<file path="config.mk">
export PLATFORM = sky130hd
export DESIGN_NAME = quadrature_counter_pulse_meter
export DESIGN_NICKNAME = d
export VERILOG_FILES = /design/src/shared/quad_pkg.sv /design/src/rtl/quadrature_counter_pulse_meter.sv /design/src/rtl/quad_channel.sv
export SDC_FILE = /design/constraint.sdc
export NUM_CORES = 2
export LEC_CHECK = 0
export ABC_AREA = 0
export BUFFER_PORTS_ARGS = -buffer_cell sky130_fd_sc_hd__buf_2
export CAP_MARGIN = 30
export CORE_MARGIN = 2
export CORE_UTILIZATION = 60
export DETAILED_ROUTE_END_ITERATION = 6
export PLACE_DENSITY = 0.74
export SLEW_MARGIN = 0
export SYNTH_ARGS = -nofsm -noshare
export SYNTH_HDL_FRONTEND = slang
export SYNTH_SLANG_ARGS = --single-unit
export TNS_END_PERCENT = 30
</file>
<file path="constraint.sdc">
create_clock -name pclk -period 5.94 [get_ports pclk]
set_clock_uncertainty 0.05 [all_clocks]
set_input_delay 1.188 -clock pclk [delete_from_list [all_inputs] [get_ports pclk]]
set_output_delay 1.188 -clock pclk [all_outputs]
set_load 0.005 [all_outputs]
</file>
<file path="src/shared/quad_pkg.sv">
// Constants, offsets and types for the quadrature counter and pulse meter
package quad_pkg;
    // Core clock and timing
    localparam int CLK_HZ = 25_000_000;
    localparam int CYCLES_PER_US = CLK_HZ / 1_000_000;
    localparam int TENTHS_PER_US = 10;
    localparam int GATE_TIME_MS = 1000;
    localparam int GATE_CYCLES_DEFAULT = CLK_HZ / 1000 * GATE_TIME_MS;
    localparam logic [5:0] US_DIV_LAST = 6'(CYCLES_PER_US - 1);
    localparam logic [5:0] TENTH_STEP = 6'(TENTHS_PER_US);
    localparam logic [5:0] TENTH_WRAP = 6'(CYCLES_PER_US);

    // Register byte offsets
    localparam logic [7:0] SYS4_OFS = 8'h00;
    localparam logic [7:0] SYS24_OFS = 8'h04;
    localparam logic [7:0] SYS20_OFS = 8'h08;
    localparam logic [7:0] CMD_OFS = 8'h0c;
    localparam logic [7:0] INTR_OFS = 8'h10;
    localparam logic [7:0] STATUS_OFS = 8'h14;
    localparam logic [7:0] COUNT0_OFS = 8'h18;
    localparam logic [7:0] COUNT1_OFS = 8'h1c;
    localparam logic [7:0] TARGET0_OFS = 8'h20;
    localparam logic [7:0] TARGET1_OFS = 8'h24;
    localparam logic [7:0] WIDTH_BASE = 8'h30;
    localparam logic [7:0] PERIOD_BASE = 8'h40;
    localparam logic [7:0] FREQ_BASE = 8'h50;
    localparam logic [7:0] ARRAY_MASK = 8'hf3;

    // Field positions
    localparam int CMD_DEFINE_LSB = 0;
    localparam int CMD_DISABLE_LSB = 2;
    localparam int CMD_PM_LSB = 4;
    localparam int SYS24_CHAN_LSB = 8;
    localparam int ST_CNT_LSB = 0;
    localparam int ST_PM_LSB = 2;
    localparam int ST_PIN_LSB = 6;
    localparam int ST_INTR_LSB = 10;
    localparam int ST_EVT_LSB = 14;
    localparam logic [7:0] CHAN1_CODE = 8'h01;
    localparam logic [7:0] CHAN2_CODE = 8'h02;

    // Reset values
    localparam logic [31:0] COUNT_RESET = 32'h0000_0000;
    localparam logic [31:0] TARGET_RESET = 32'h0000_0000;

    typedef enum logic [1:0] {MODE_SIMPLE, MODE_X1, MODE_X2, MODE_X4} mode_type;
endpackage

</file>
<file path="src/rtl/quadrature_counter_pulse_meter.sv">
// Two-channel quadrature counter and four-input pulse meter behind APB
// Function
// - Two counters; inputs 1,2 drive channel one, inputs 3,4 channel two.
// - Simple mode counts up when A leads B, down when A lags.
// - B held off makes A pulses count up, allowing single-phase use.
// - Default resolution changes count by one per full quadrature cycle.
// - Enhanced decoding uses both phases so edge jitter gives no extra counts.
// - Setting four bit 0 and bit 1 pick simple or enhanced per channel.
// - Setting twenty-four upper byte picks channel one or two only.
// - Setting twenty-four lower byte: 0 simple, 1 x1, 2 x2, 3 x4.
// - x2 counts every two edges, x4 counts every edge of either phase.
// - Setting twenty-four replaces mode earlier set by setting four.
// - Count reaching programmed target raises event; software reloads target.
// - Defining a counter also enables pulse measurement on its pins.
// - Interrupt pins lose counter and measurement functions.
// - Pins without special function read as plain on/off inputs.
// - Each of four inputs measures on width, period and frequency.
// - Width and period default to microseconds, frequency to hertz.
// - Setting twenty value one gives width and period in tenth microseconds.
// - Measurement enable on a pin with active counter disables that counter.
// - Measurement enable alone does not enable the counter.
//
// The implementer's own choices: register access over APB and the register addresses.
`timescale 1ns/100ps
`default_nettype none
module quadrature_counter_pulse_meter
    import quad_pkg::*;
#(
    parameter int GATE_CYCLES = GATE_CYCLES_DEFAULT
) (
    input wire logic pclk,
    input wire logic presetn,
    input wire logic psel,
    input wire logic penable,
    input wire logic pwrite,
    input wire logic [7:0] paddr,
    input wire logic [31:0] pwdata,
    output logic [31:0] prdata,
    output logic pready,
    output logic pslverr,
    input wire logic [3:0] pins,
    output logic [3:0] digital_in,
    output logic [1:0] compare_event
);
    ////////////////////////////////////////////////////////////////
    logic [3:0] pin_s1;
    logic [3:0] pin_s2;
    logic [3:0] pin_q;
    logic [3:0] rise;
    logic [3:0] fall;
    logic wr;
    logic [31:0] rdata;
    logic rerr;
    logic [1:0] cnt_en;
    logic [3:0] pm_en;
    logic [3:0] intr_pin;
    mode_type mode [2];
    logic tenth_units;
    logic [31:0] target [2];
    logic [31:0] count [2];
    logic [1:0] hit;
    logic [1:0] evt;
    logic [1:0] load;
    logic [5:0] us_div;
    logic [5:0] tenth_acc;
    logic [5:0] next_tenth_acc;
    logic [31:0] us_tb;
    logic [31:0] tenth_tb;
    logic [31:0] tb;
    logic [31:0] gate_cnt;
    logic gate_end;
    logic [3:0] have_rise;
    logic [31:0] rise_stamp [4];
    logic [31:0] width [4];
    logic [31:0] period [4];
    logic [31:0] edge_cnt [4];
    logic [31:0] freq [4];

    ////////////////////////////////////////////////////////////////
    // Input synchroniser and edge detection
    always_ff @(posedge pclk or negedge presetn) begin
        if (!presetn) begin
            pin_s1 <= 4'h0;
            pin_s2 <= 4'h0;
            pin_q <= 4'h0;
            digital_in <= 4'h0;
        end else begin
            pin_s1 <= pins;
            pin_s2 <= pin_s1;
            pin_q <= pin_s2;
            digital_in <= pin_s2;
        end
    end

    assign rise = pin_s2 & ~pin_q;
    assign fall = ~pin_s2 & pin_q;

    ////////////////////////////////////////////////////////////////
    // APB slave, one wait state on every access
    assign wr = psel && penable && pready && pwrite;

    always_ff @(posedge pclk or negedge presetn) begin
        if (!presetn) begin
            pready <= 1'b0;
            prdata <= 32'h0000_0000;
            pslverr <= 1'b0;
        end else begin
            pready <= psel && penable && !pready;
            if (psel && penable && !pready) begin
                prdata <= pwrite ? 32'h0000_0000 : rdata;
                pslverr <= rerr;
            end else begin
                pslverr <= 1'b0;
            end
        end
    end

    always_comb begin
        rdata = 32'h0000_0000;
        rerr = 1'b0;
        case (paddr & ARRAY_MASK)
            WIDTH_BASE: rdata = width[paddr[3:2]];
            PERIOD_BASE: rdata = period[paddr[3:2]];
            FREQ_BASE: rdata = freq[paddr[3:2]];
            default: begin
                case (paddr)
                    SYS4_OFS: rdata = {30'h0, mode[1] != MODE_SIMPLE, mode[0] != MODE_SIMPLE};
                    SYS24_OFS: rdata = {28'h0, 2'(mode[1]), 2'(mode[0])};
                    SYS20_OFS: rdata = {31'h0, tenth_units};
                    CMD_OFS: rdata = 32'h0000_0000;
                    INTR_OFS: rdata = {28'h0, intr_pin};
                    STATUS_OFS: begin
                        rdata[ST_CNT_LSB +: 2] = cnt_en;
                        rdata[ST_PM_LSB +: 4] = pm_en;
                        rdata[ST_PIN_LSB +: 4] = pin_s2;
                        rdata[ST_INTR_LSB +: 4] = intr_pin;
                        rdata[ST_EVT_LSB +: 2] = evt;
                    end
                    COUNT0_OFS: rdata = count[0];
                    COUNT1_OFS: rdata = count[1];
                    TARGET0_OFS: rdata = target[0];
                    TARGET1_OFS: rdata = target[1];
                    default: rerr = 1'b1;
                endcase
            end
        endcase
    end

    ////////////////////////////////////////////////////////////////
    // Configuration registers
    always_ff @(posedge pclk or negedge presetn) begin
        if (!presetn) begin
            mode[0] <= MODE_SIMPLE;
            mode[1] <= MODE_SIMPLE;
        end else if (wr && paddr == SYS4_OFS) begin
            mode[0] <= pwdata[0] ? MODE_X1 : MODE_SIMPLE;
            mode[1] <= pwdata[1] ? MODE_X1 : MODE_SIMPLE;
        end else if (wr && paddr == SYS24_OFS) begin
            // Last write wins, so this replaces the setting-four mode
            if (pwdata[SYS24_CHAN_LSB +: 8] == CHAN1_CODE) begin
                mode[0] <= mode_type'(pwdata[1:0]);
            end
            if (pwdata[SYS24_CHAN_LSB +: 8] == CHAN2_CODE) begin
                mode[1] <= mode_type'(pwdata[1:0]);
            end
        end
    end

    always_ff @(posedge pclk or negedge presetn) begin
        if (!presetn) begin
            tenth_units <= 1'b0;
        end else if (wr && paddr == SYS20_OFS) begin
            tenth_units <= (pwdata == 32'h0000_0001);
        end
    end

    always_ff @(posedge pclk or negedge presetn) begin
        if (!presetn) begin
            intr_pin <= 4'h0;
        end else if (wr && paddr == INTR_OFS) begin
            intr_pin <= pwdata[3:0];
        end
    end

    always_ff @(posedge pclk or negedge presetn) begin
        if (!presetn) begin
            target[0] <= TARGET_RESET;
            target[1] <= TARGET_RESET;
        end else if (wr && paddr == TARGET0_OFS) begin
            target[0] <= pwdata;
        end else if (wr && paddr == TARGET1_OFS) begin
            target[1] <= pwdata;
        end
    end

    assign load[0] = wr && paddr == COUNT0_OFS;
    assign load[1] = wr && paddr == COUNT1_OFS;

    ////////////////////////////////////////////////////////////////
    // Function ownership of the pins
    always_ff @(posedge pclk or negedge presetn) begin
        if (!presetn) begin
            cnt_en <= 2'b00;
        end else if (wr && paddr == CMD_OFS) begin
            for (int c = 0; c < 2; c++) begin
                if (pwdata[CMD_DEFINE_LSB + c] && intr_pin[2 * c +: 2] == 2'b00) begin
                    cnt_en[c] <= 1'b1;
                end
                if (pwdata[CMD_DISABLE_LSB + c]) begin
                    cnt_en[c] <= 1'b0;
                end
                if (pwdata[CMD_PM_LSB + 2 * c +: 2] != 2'b00) begin
                    cnt_en[c] <= 1'b0;
                end
            end
        end else if (wr && paddr == INTR_OFS) begin
            for (int c = 0; c < 2; c++) begin
                if (pwdata[2 * c +: 2] != 2'b00) begin
                    cnt_en[c] <= 1'b0;
                end
            end
        end
    end

    always_ff @(posedge pclk or negedge presetn) begin
        if (!presetn) begin
            pm_en <= 4'h0;
        end else if (wr && paddr == CMD_OFS) begin
            for (int p = 0; p < 4; p++) begin
                // Measurement enable never touches the counter enable here
                if ((pwdata[CMD_PM_LSB + p] || pwdata[CMD_DEFINE_LSB + p / 2]) && !intr_pin[p]) begin
                    pm_en[p] <= 1'b1;
                end
            end
        end else if (wr && paddr == INTR_OFS) begin
            pm_en <= pm_en & ~pwdata[3:0];
        end
    end

    ////////////////////////////////////////////////////////////////
    // Counter channels
    for (genvar c = 0; c < 2; c++) begin : g_chan
        quad_channel u_chan (
            .pclk(pclk),
            .presetn(presetn),
            .phase_a(pin_s2[2 * c]),
            .phase_b(pin_s2[2 * c + 1]),
            .enable(cnt_en[c]),
            .mode(mode[c]),
            .load(load[c]),
            .load_value(pwdata),
            .target(target[c]),
            .count(count[c]),
            .hit(hit[c])
        );
    end

    // Sticky compare flags; a new hit wins over a clear in the same cycle
    always_ff @(posedge pclk or negedge presetn) begin
        if (!presetn) begin
            evt <= 2'b00;
            compare_event <= 2'b00;
        end else begin
            compare_event <= hit & cnt_en;
            if (wr && paddr == STATUS_OFS) begin
                evt <= (evt & ~pwdata[ST_EVT_LSB +: 2]) | hit;
            end else begin
                evt <= evt | hit;
            end
        end
    end

    ////////////////////////////////////////////////////////////////
    // Free-running timebases in microseconds and tenths
    assign next_tenth_acc = 6'(tenth_acc + TENTH_STEP);
    assign tb = tenth_units ? tenth_tb : us_tb;
    assign gate_end = (gate_cnt == 32'(GATE_CYCLES - 1));

    always_ff @(posedge pclk or negedge presetn) begin
        if (!presetn) begin
            us_div <= 6'h00;
            us_tb <= 32'h0000_0000;
        end else if (us_div == US_DIV_LAST) begin
            us_div <= 6'h00;
            us_tb <= 32'(us_tb + 32'h0000_0001);
        end else begin
            us_div <= 6'(us_div + 6'h01);
        end
    end

    // Fractional step keeps the tenth count exact at a non-integer ratio
    always_ff @(posedge pclk or negedge presetn) begin
        if (!presetn) begin
            tenth_acc <= 6'h00;
            tenth_tb <= 32'h0000_0000;
        end else if (next_tenth_acc >= TENTH_WRAP) begin
            tenth_acc <= 6'(next_tenth_acc - TENTH_WRAP);
            tenth_tb <= 32'(tenth_tb + 32'h0000_0001);
        end else begin
            tenth_acc <= next_tenth_acc;
        end
    end

    always_ff @(posedge pclk or negedge presetn) begin
        if (!presetn) begin
            gate_cnt <= 32'h0000_0000;
        end else if (gate_end) begin
            gate_cnt <= 32'h0000_0000;
        end else begin
            gate_cnt <= 32'(gate_cnt + 32'h0000_0001);
        end
    end

    ////////////////////////////////////////////////////////////////
    // Pulse meters, one per input
    for (genvar p = 0; p < 4; p++) begin : g_meter
        always_ff @(posedge pclk or negedge presetn) begin
            if (!presetn) begin
                have_rise[p] <= 1'b0;
                rise_stamp[p] <= 32'h0000_0000;
                width[p] <= 32'h0000_0000;
                period[p] <= 32'h0000_0000;
            end else if (!pm_en[p]) begin
                have_rise[p] <= 1'b0;
            end else if (rise[p]) begin
                have_rise[p] <= 1'b1;
                rise_stamp[p] <= tb;
                if (have_rise[p]) begin
                    period[p] <= 32'(tb - rise_stamp[p]);
                end
            end else if (fall[p] && have_rise[p]) begin
                width[p] <= 32'(tb - rise_stamp[p]);
            end
        end

        // Rising edges per gate window give hertz when the gate is one second
        always_ff @(posedge pclk or negedge presetn) begin
            if (!presetn) begin
                edge_cnt[p] <= 32'h0000_0000;
                freq[p] <= 32'h0000_0000;
            end else if (gate_end) begin
                freq[p] <= pm_en[p] ? edge_cnt[p] : 32'h0000_0000;
                edge_cnt[p] <= {31'h0, pm_en[p] && rise[p]};
            end else if (pm_en[p] && rise[p]) begin
                edge_cnt[p] <= 32'(edge_cnt[p] + 32'h0000_0001);
            end
        end
    end
endmodule // quadrature_counter_pulse_meter
`default_nettype wire

</file>
<file path="src/rtl/quad_channel.sv">
// One quadrature counter channel: decoder, signed counter and compare
`timescale 1ns/100ps
`default_nettype none
module quad_channel
    import quad_pkg::*;
(
    input wire logic pclk,
    input wire logic presetn,
    input wire logic phase_a,
    input wire logic phase_b,
    input wire logic enable,
    input wire mode_type mode,
    input wire logic load,
    input wire logic [31:0] load_value,
    input wire logic [31:0] target,
    output logic [31:0] count,
    output logic hit
);
    logic a_q;
    logic b_q;
    logic [1:0] ph_prev;
    logic [1:0] ph_cur;
    logic fwd;
    logic back;
    logic inc;
    logic dec;
    logic [31:0] next_count;

    // Gray position 0..3 along the A-leads direction
    assign ph_cur = {phase_b, phase_a ^ phase_b};
    assign ph_prev = {b_q, a_q ^ b_q};
    assign fwd = (ph_cur == 2'(ph_prev + 2'd1));
    assign back = (ph_prev == 2'(ph_cur + 2'd1));

    always_comb begin
        inc = 1'b0;
        dec = 1'b0;
        case (mode)
            MODE_SIMPLE: begin
                // B low at A rise means A leads; B held off counts up
                if (phase_a && !a_q) begin
                    inc = !phase_b;
                    dec = phase_b;
                end
            end
            MODE_X1: begin
                // Only the 3-0 boundary counts, so jitter nets to zero
                inc = fwd && (ph_cur == 2'd0);
                dec = back && (ph_prev == 2'd0);
            end
            MODE_X2: begin
                inc = fwd && !ph_cur[0];
                dec = back && !ph_prev[0];
            end
            MODE_X4: begin
                inc = fwd;
                dec = back;
            end
            default: begin
                inc = 1'b0;
                dec = 1'b0;
            end
        endcase
    end

    assign next_count = inc ? 32'(count + 32'h0000_0001) : 32'(count - 32'h0000_0001);

    always_ff @(posedge pclk or negedge presetn) begin
        if (!presetn) begin
            a_q <= 1'b0;
            b_q <= 1'b0;
        end else begin
            a_q <= phase_a;
            b_q <= phase_b;
        end
    end

    always_ff @(posedge pclk or negedge presetn) begin
        if (!presetn) begin
            count <= COUNT_RESET;
        end else if (load) begin
            count <= load_value;
        end else if (enable && (inc || dec)) begin
            count <= next_count;
        end
    end

    always_ff @(posedge pclk or negedge presetn) begin
        if (!presetn) begin
            hit <= 1'b0;
        end else begin
            hit <= enable && !load && (inc || dec) && (next_count == target);
        end
    end
endmodule // quad_channel
`default_nettype wire

</file>
==> reports/results.md <==
- 0 — number of max-cap violations
- dfrtp_1 — commonest non-fill, non-tap cell in the layout
- 0 — number of failing setup endpoints in the final timing report
- 7 — detailed-route DRC error count
- pin_s2[0] — Worst Hold Path EP
- 710 ps — latest clock arrival within the worst-skew pair
- 10.3% — area added between synthesis and finish
- 108 — Row Count
- 88 — # port buffers
- 19 — cell depth of the worst flop-to-flop path
- 5,820 — Final nets
- 3 — number of buffers on the longest clock path
- 27,100 um^2 — area occupied by multi-input gates
- 0 — count of flip-flops with a built-in enable after synthesis
- 0 — total count of max-transition violations in the final report
- 0 — hold-critical path depth
- o21a_1 — worst-path cell with the longest stage delay
- 308 ps — pre-CTS WS
- 154 — pin count of the biggest net entering global routing
- 5450 ps — Period minus WS final
- 9 — worst-path fanout max
- flip-flop — critical path endpoint category
- 233,000 um — first-pass GRT wire length
- 21.8 um — Routed wire per std cell
- 550 ps — largest incremental delay on the critical path
- 3.56 mW — Sw Pwr
- dfrtp_1 — cell type with the highest aggregate area in the netlist
- 60.6% — effective utilization at floorplan
- 77 — number of distinct library cells after synthesis
- 6.16 — via/cell ratio
- 9.47 um^2 — Synth Area per Inst
- 40,900 — via count of the first global-routing pass
- 0 ps — Setup TNS Final
- pin_s1[0] — min-delay src
- dfrtp_1 — Post-synth top flop
- 47.0% — proportion of power drawn by the clock network
- false — setup repair after global routing missed its margin
- mode[2] — critical path startpoint
- 0.969 — global placer's final weighted congestion
- 300 um — die boundary width
- 3 — maximum level of the CTS H-tree
- 52,500 um^2 — synthesized cell area
- 1 — initial antenna violation count
- 1020 ps — slew at the pin closest to its max-slew limit
- 0 — number of failing hold endpoints at the final stage
- 101 — CTS buffer count
- 250 nW/um^2 — Power Density
- 27.0 nW — Lkg Pwr
- dfrtp_1 45%, nand2_1 6.1%, ha_1 4.9% — top post-synthesis cells by area
- reg2reg — path category of the worst min-delay check
- 45.1% — share of the synthesized area in the top cell type
- reg2reg — CP Class
- 100% — async set or reset register ratio after synthesis
- 41,900 — overall via count from detail_route
- 5,549 — cell count after synthesis
- 6000 ps — Crit path arrival time
- 7,019 — fill cell total of the finished layout
- 7 — number of optimization iterations in the first detailed-route pass
- 148,000 um — total detailed-routing wirelength
- 24.5% — switching power share of the total
- 45.1% — sequential share of the synthesized area
- 947 — clock sink count
- 0.230 mV — Worst VDD drop
- inv_1 > ha_1 > or2_2 > a31oi_1 > o21a_1 > buf_4 > ha_1 > a211oi_1 > nor2_1 > o211ai_1 > o41ai_1 > a221oi_1 > o211ai_1 > a311o_1 > a2111o_1 > nor4_1 > buf_4 > nand4_1 > nor4_1 — ordered list of cells on the worst path
- done — TritonCTS clock tree
- 0 — total grt overflow
- 6490 ps — required time of the worst setup path
- 89 — I/O pin total
- 490 ps — R2R setup slack
- 86,800 um^2 — area inside the core boundary
- 947 — #FFs+latches synth
- flip-flop — nature of the critical path startpoint
- clkbuf_16 — Clock Tree Root
- 23,700 um^2 — area taken by flip-flops and latches
- 5,811 — synthesized netlist net count
- 33.2% — Total GRT Usage
- 31.2% — worst rel slew slack
- 10.9 mW — internal portion of total power
- 492 ps — Final WS setup
- 70 ps — post-CTS clock slew at the launch and capture registers of the worst setup and hold paths
- 0 — number of antenna-violating nets in the routed design
- 4,289 — Iteration-0 DRC Markers
- 0 — number of buffers inserted to repair setup after CTS
- 0 — YS warnings
- 91.7% — share of the clock period used by the worst path
- 108,000 um — HPWL after detailed placement
- mode[2] — launch point of the worst reg-to-reg path
- 946 x dfrtp_1, 856 x nand2_1, 455 x o21ai_0 — commonest non-fill, non-tap cells in the layout
- 10.3% — share of final-layout standard cells stronger than drive strength 1
- complete, but fails checks — status
- 89,900 um^2 — Die Footprint
- 300 um — vertical die dimension
- g_chan[0].u_chan.hit — capturing point of the worst reg2reg path
- DRC — violated checks
- 44.9% — portion of total power attributed to sequential cells
- 184 MHz — Max Clk Rate
- 8.1% — Logic pwr share
## final cells by class
cell class,count,area share (%)
well taps,1155,2.49
clock inverters,37,1.14
inverters,210,1.36
multi-input cells,4126,46.8
clock buffers,146,5.12
flip-flops and latches,947,40.9
diodes,1,0.00432
repair buffers,172,2.18
## synth_stat cells, drive strengths merged (23+ instances only)
cell type  number
nand2b         25
o211ai         41
mux2i         106
a21o           73
dfrtp         947
and4           25
mux2           89
nand4          52
or3            33
nor3           47
nor2          433
mux4           96
ha            207
o21ai         459
clkbuf        229
a221oi         23
a21oi         306
a31oi          30
o21a           37
a22o           32
nand3         275
a22oi          45
xor2          212
nand2         860
xnor2         216
buf            37
inv           210
and3           71
nor2b          37
## sequential cells by signal (all words and copies together) (netlist names), 6 cells and up
register,flops
tenth_tb,32
freq,128
edge_cnt,128
tenth_acc,6
prdata,32
width,128
us_tb,32
g_chan.u_chan.count,64
gate_cnt,32
target,64
period,128
us_div,6
rise_stamp,128
## power by group through the flow
| stage | Combinational (mW) | Sequential (mW) | Clock, mW |
|---|---|---|---|
| global route | 1.29 | 6.51 | 7.16 |
| global placement | 1.16 | 6.62 | 0 |
| floorplan | 0.692 | 6.62 | 0 |
| CTS | 1.17 | 6.51 | 6.90 |
| detailed placement | 1.16 | 6.62 | 0 |
| finish | 1.17 | 6.51 | 6.82 |
## cell families (layout without fill, tap and decap cells)
logic type	after synthesis	in the layout	share of synthesized area (%)
compound gates	1226	1226	14.3
other cells	0	1	0
flops	947	947	45.1
xor+xnor	429	429	7.18
fa+ha+maj	213	213	5.16
simple gates	1967	1967	16.8
mux	291	291	8.04
buf+inv	476	565	3.43
## layer usage
| metal | GRT usage [%] | wire length (um) | vias to the layer above |
|---|---|---|---|
| met4 | 9.69 | 4530 | 2 |
| met2 | 53.8 | 69700 | 1285 |
| li1 | - | - | 19600 |
| met5 | 0 | 13 | - |
| met1 | 47.0 | 64900 | 20800 |
| met3 | 4.42 | 9220 | 243 |
## critical path: cells and delay by family (launching register included)
kind                       cells  cell delay, ps
DFF                            1             390
adders and majority gates      2             470
AOI/OAI and AO/OA              9            2890
buffers and inverters          3             490
and+or+nand+nor                5            1080
## repair_timing
action | in CTS | in global routing
hold buffers | 0 | 0
gates resized for setup | 0 | 2
setup endpoints to repair | 0 | 1
## stage by stage
stage / cell area, um^2 / power (mW) / util [%] / std cells / hold WS (ps)
6_report: 57900 / 14.5 / 66.8 / 6794 / 302
5_1_grt: 57900 / 15.0 / 66.8 / 6793 / 318
4_1_cts: 57900 / 14.6 / 66.8 / 6792 / 304
3_5_place_dp: 54300 / 7.78 / 62.6 / 6609 / 290
3_3_place_gp: 54200 / 7.78 / 62.5 / 6607 / 293
2_1_floorplan: 52500 / 7.31 / - / 5549 / 281
## how the worst max path moves through the flow
stage / end / slack [ps]
after floorplan: g_chan[0].u_chan.hit / 730
after detailed placement: g_chan[1].u_chan.hit / 310
after global routing: g_chan[0].u_chan.hit / 40
after global placement: g_chan[1].u_chan.hit / 330
after CTS: g_chan[1].u_chan.hit / 270
final: g_chan[0].u_chan.hit / 490
Power figures use the tool's default switching activity.
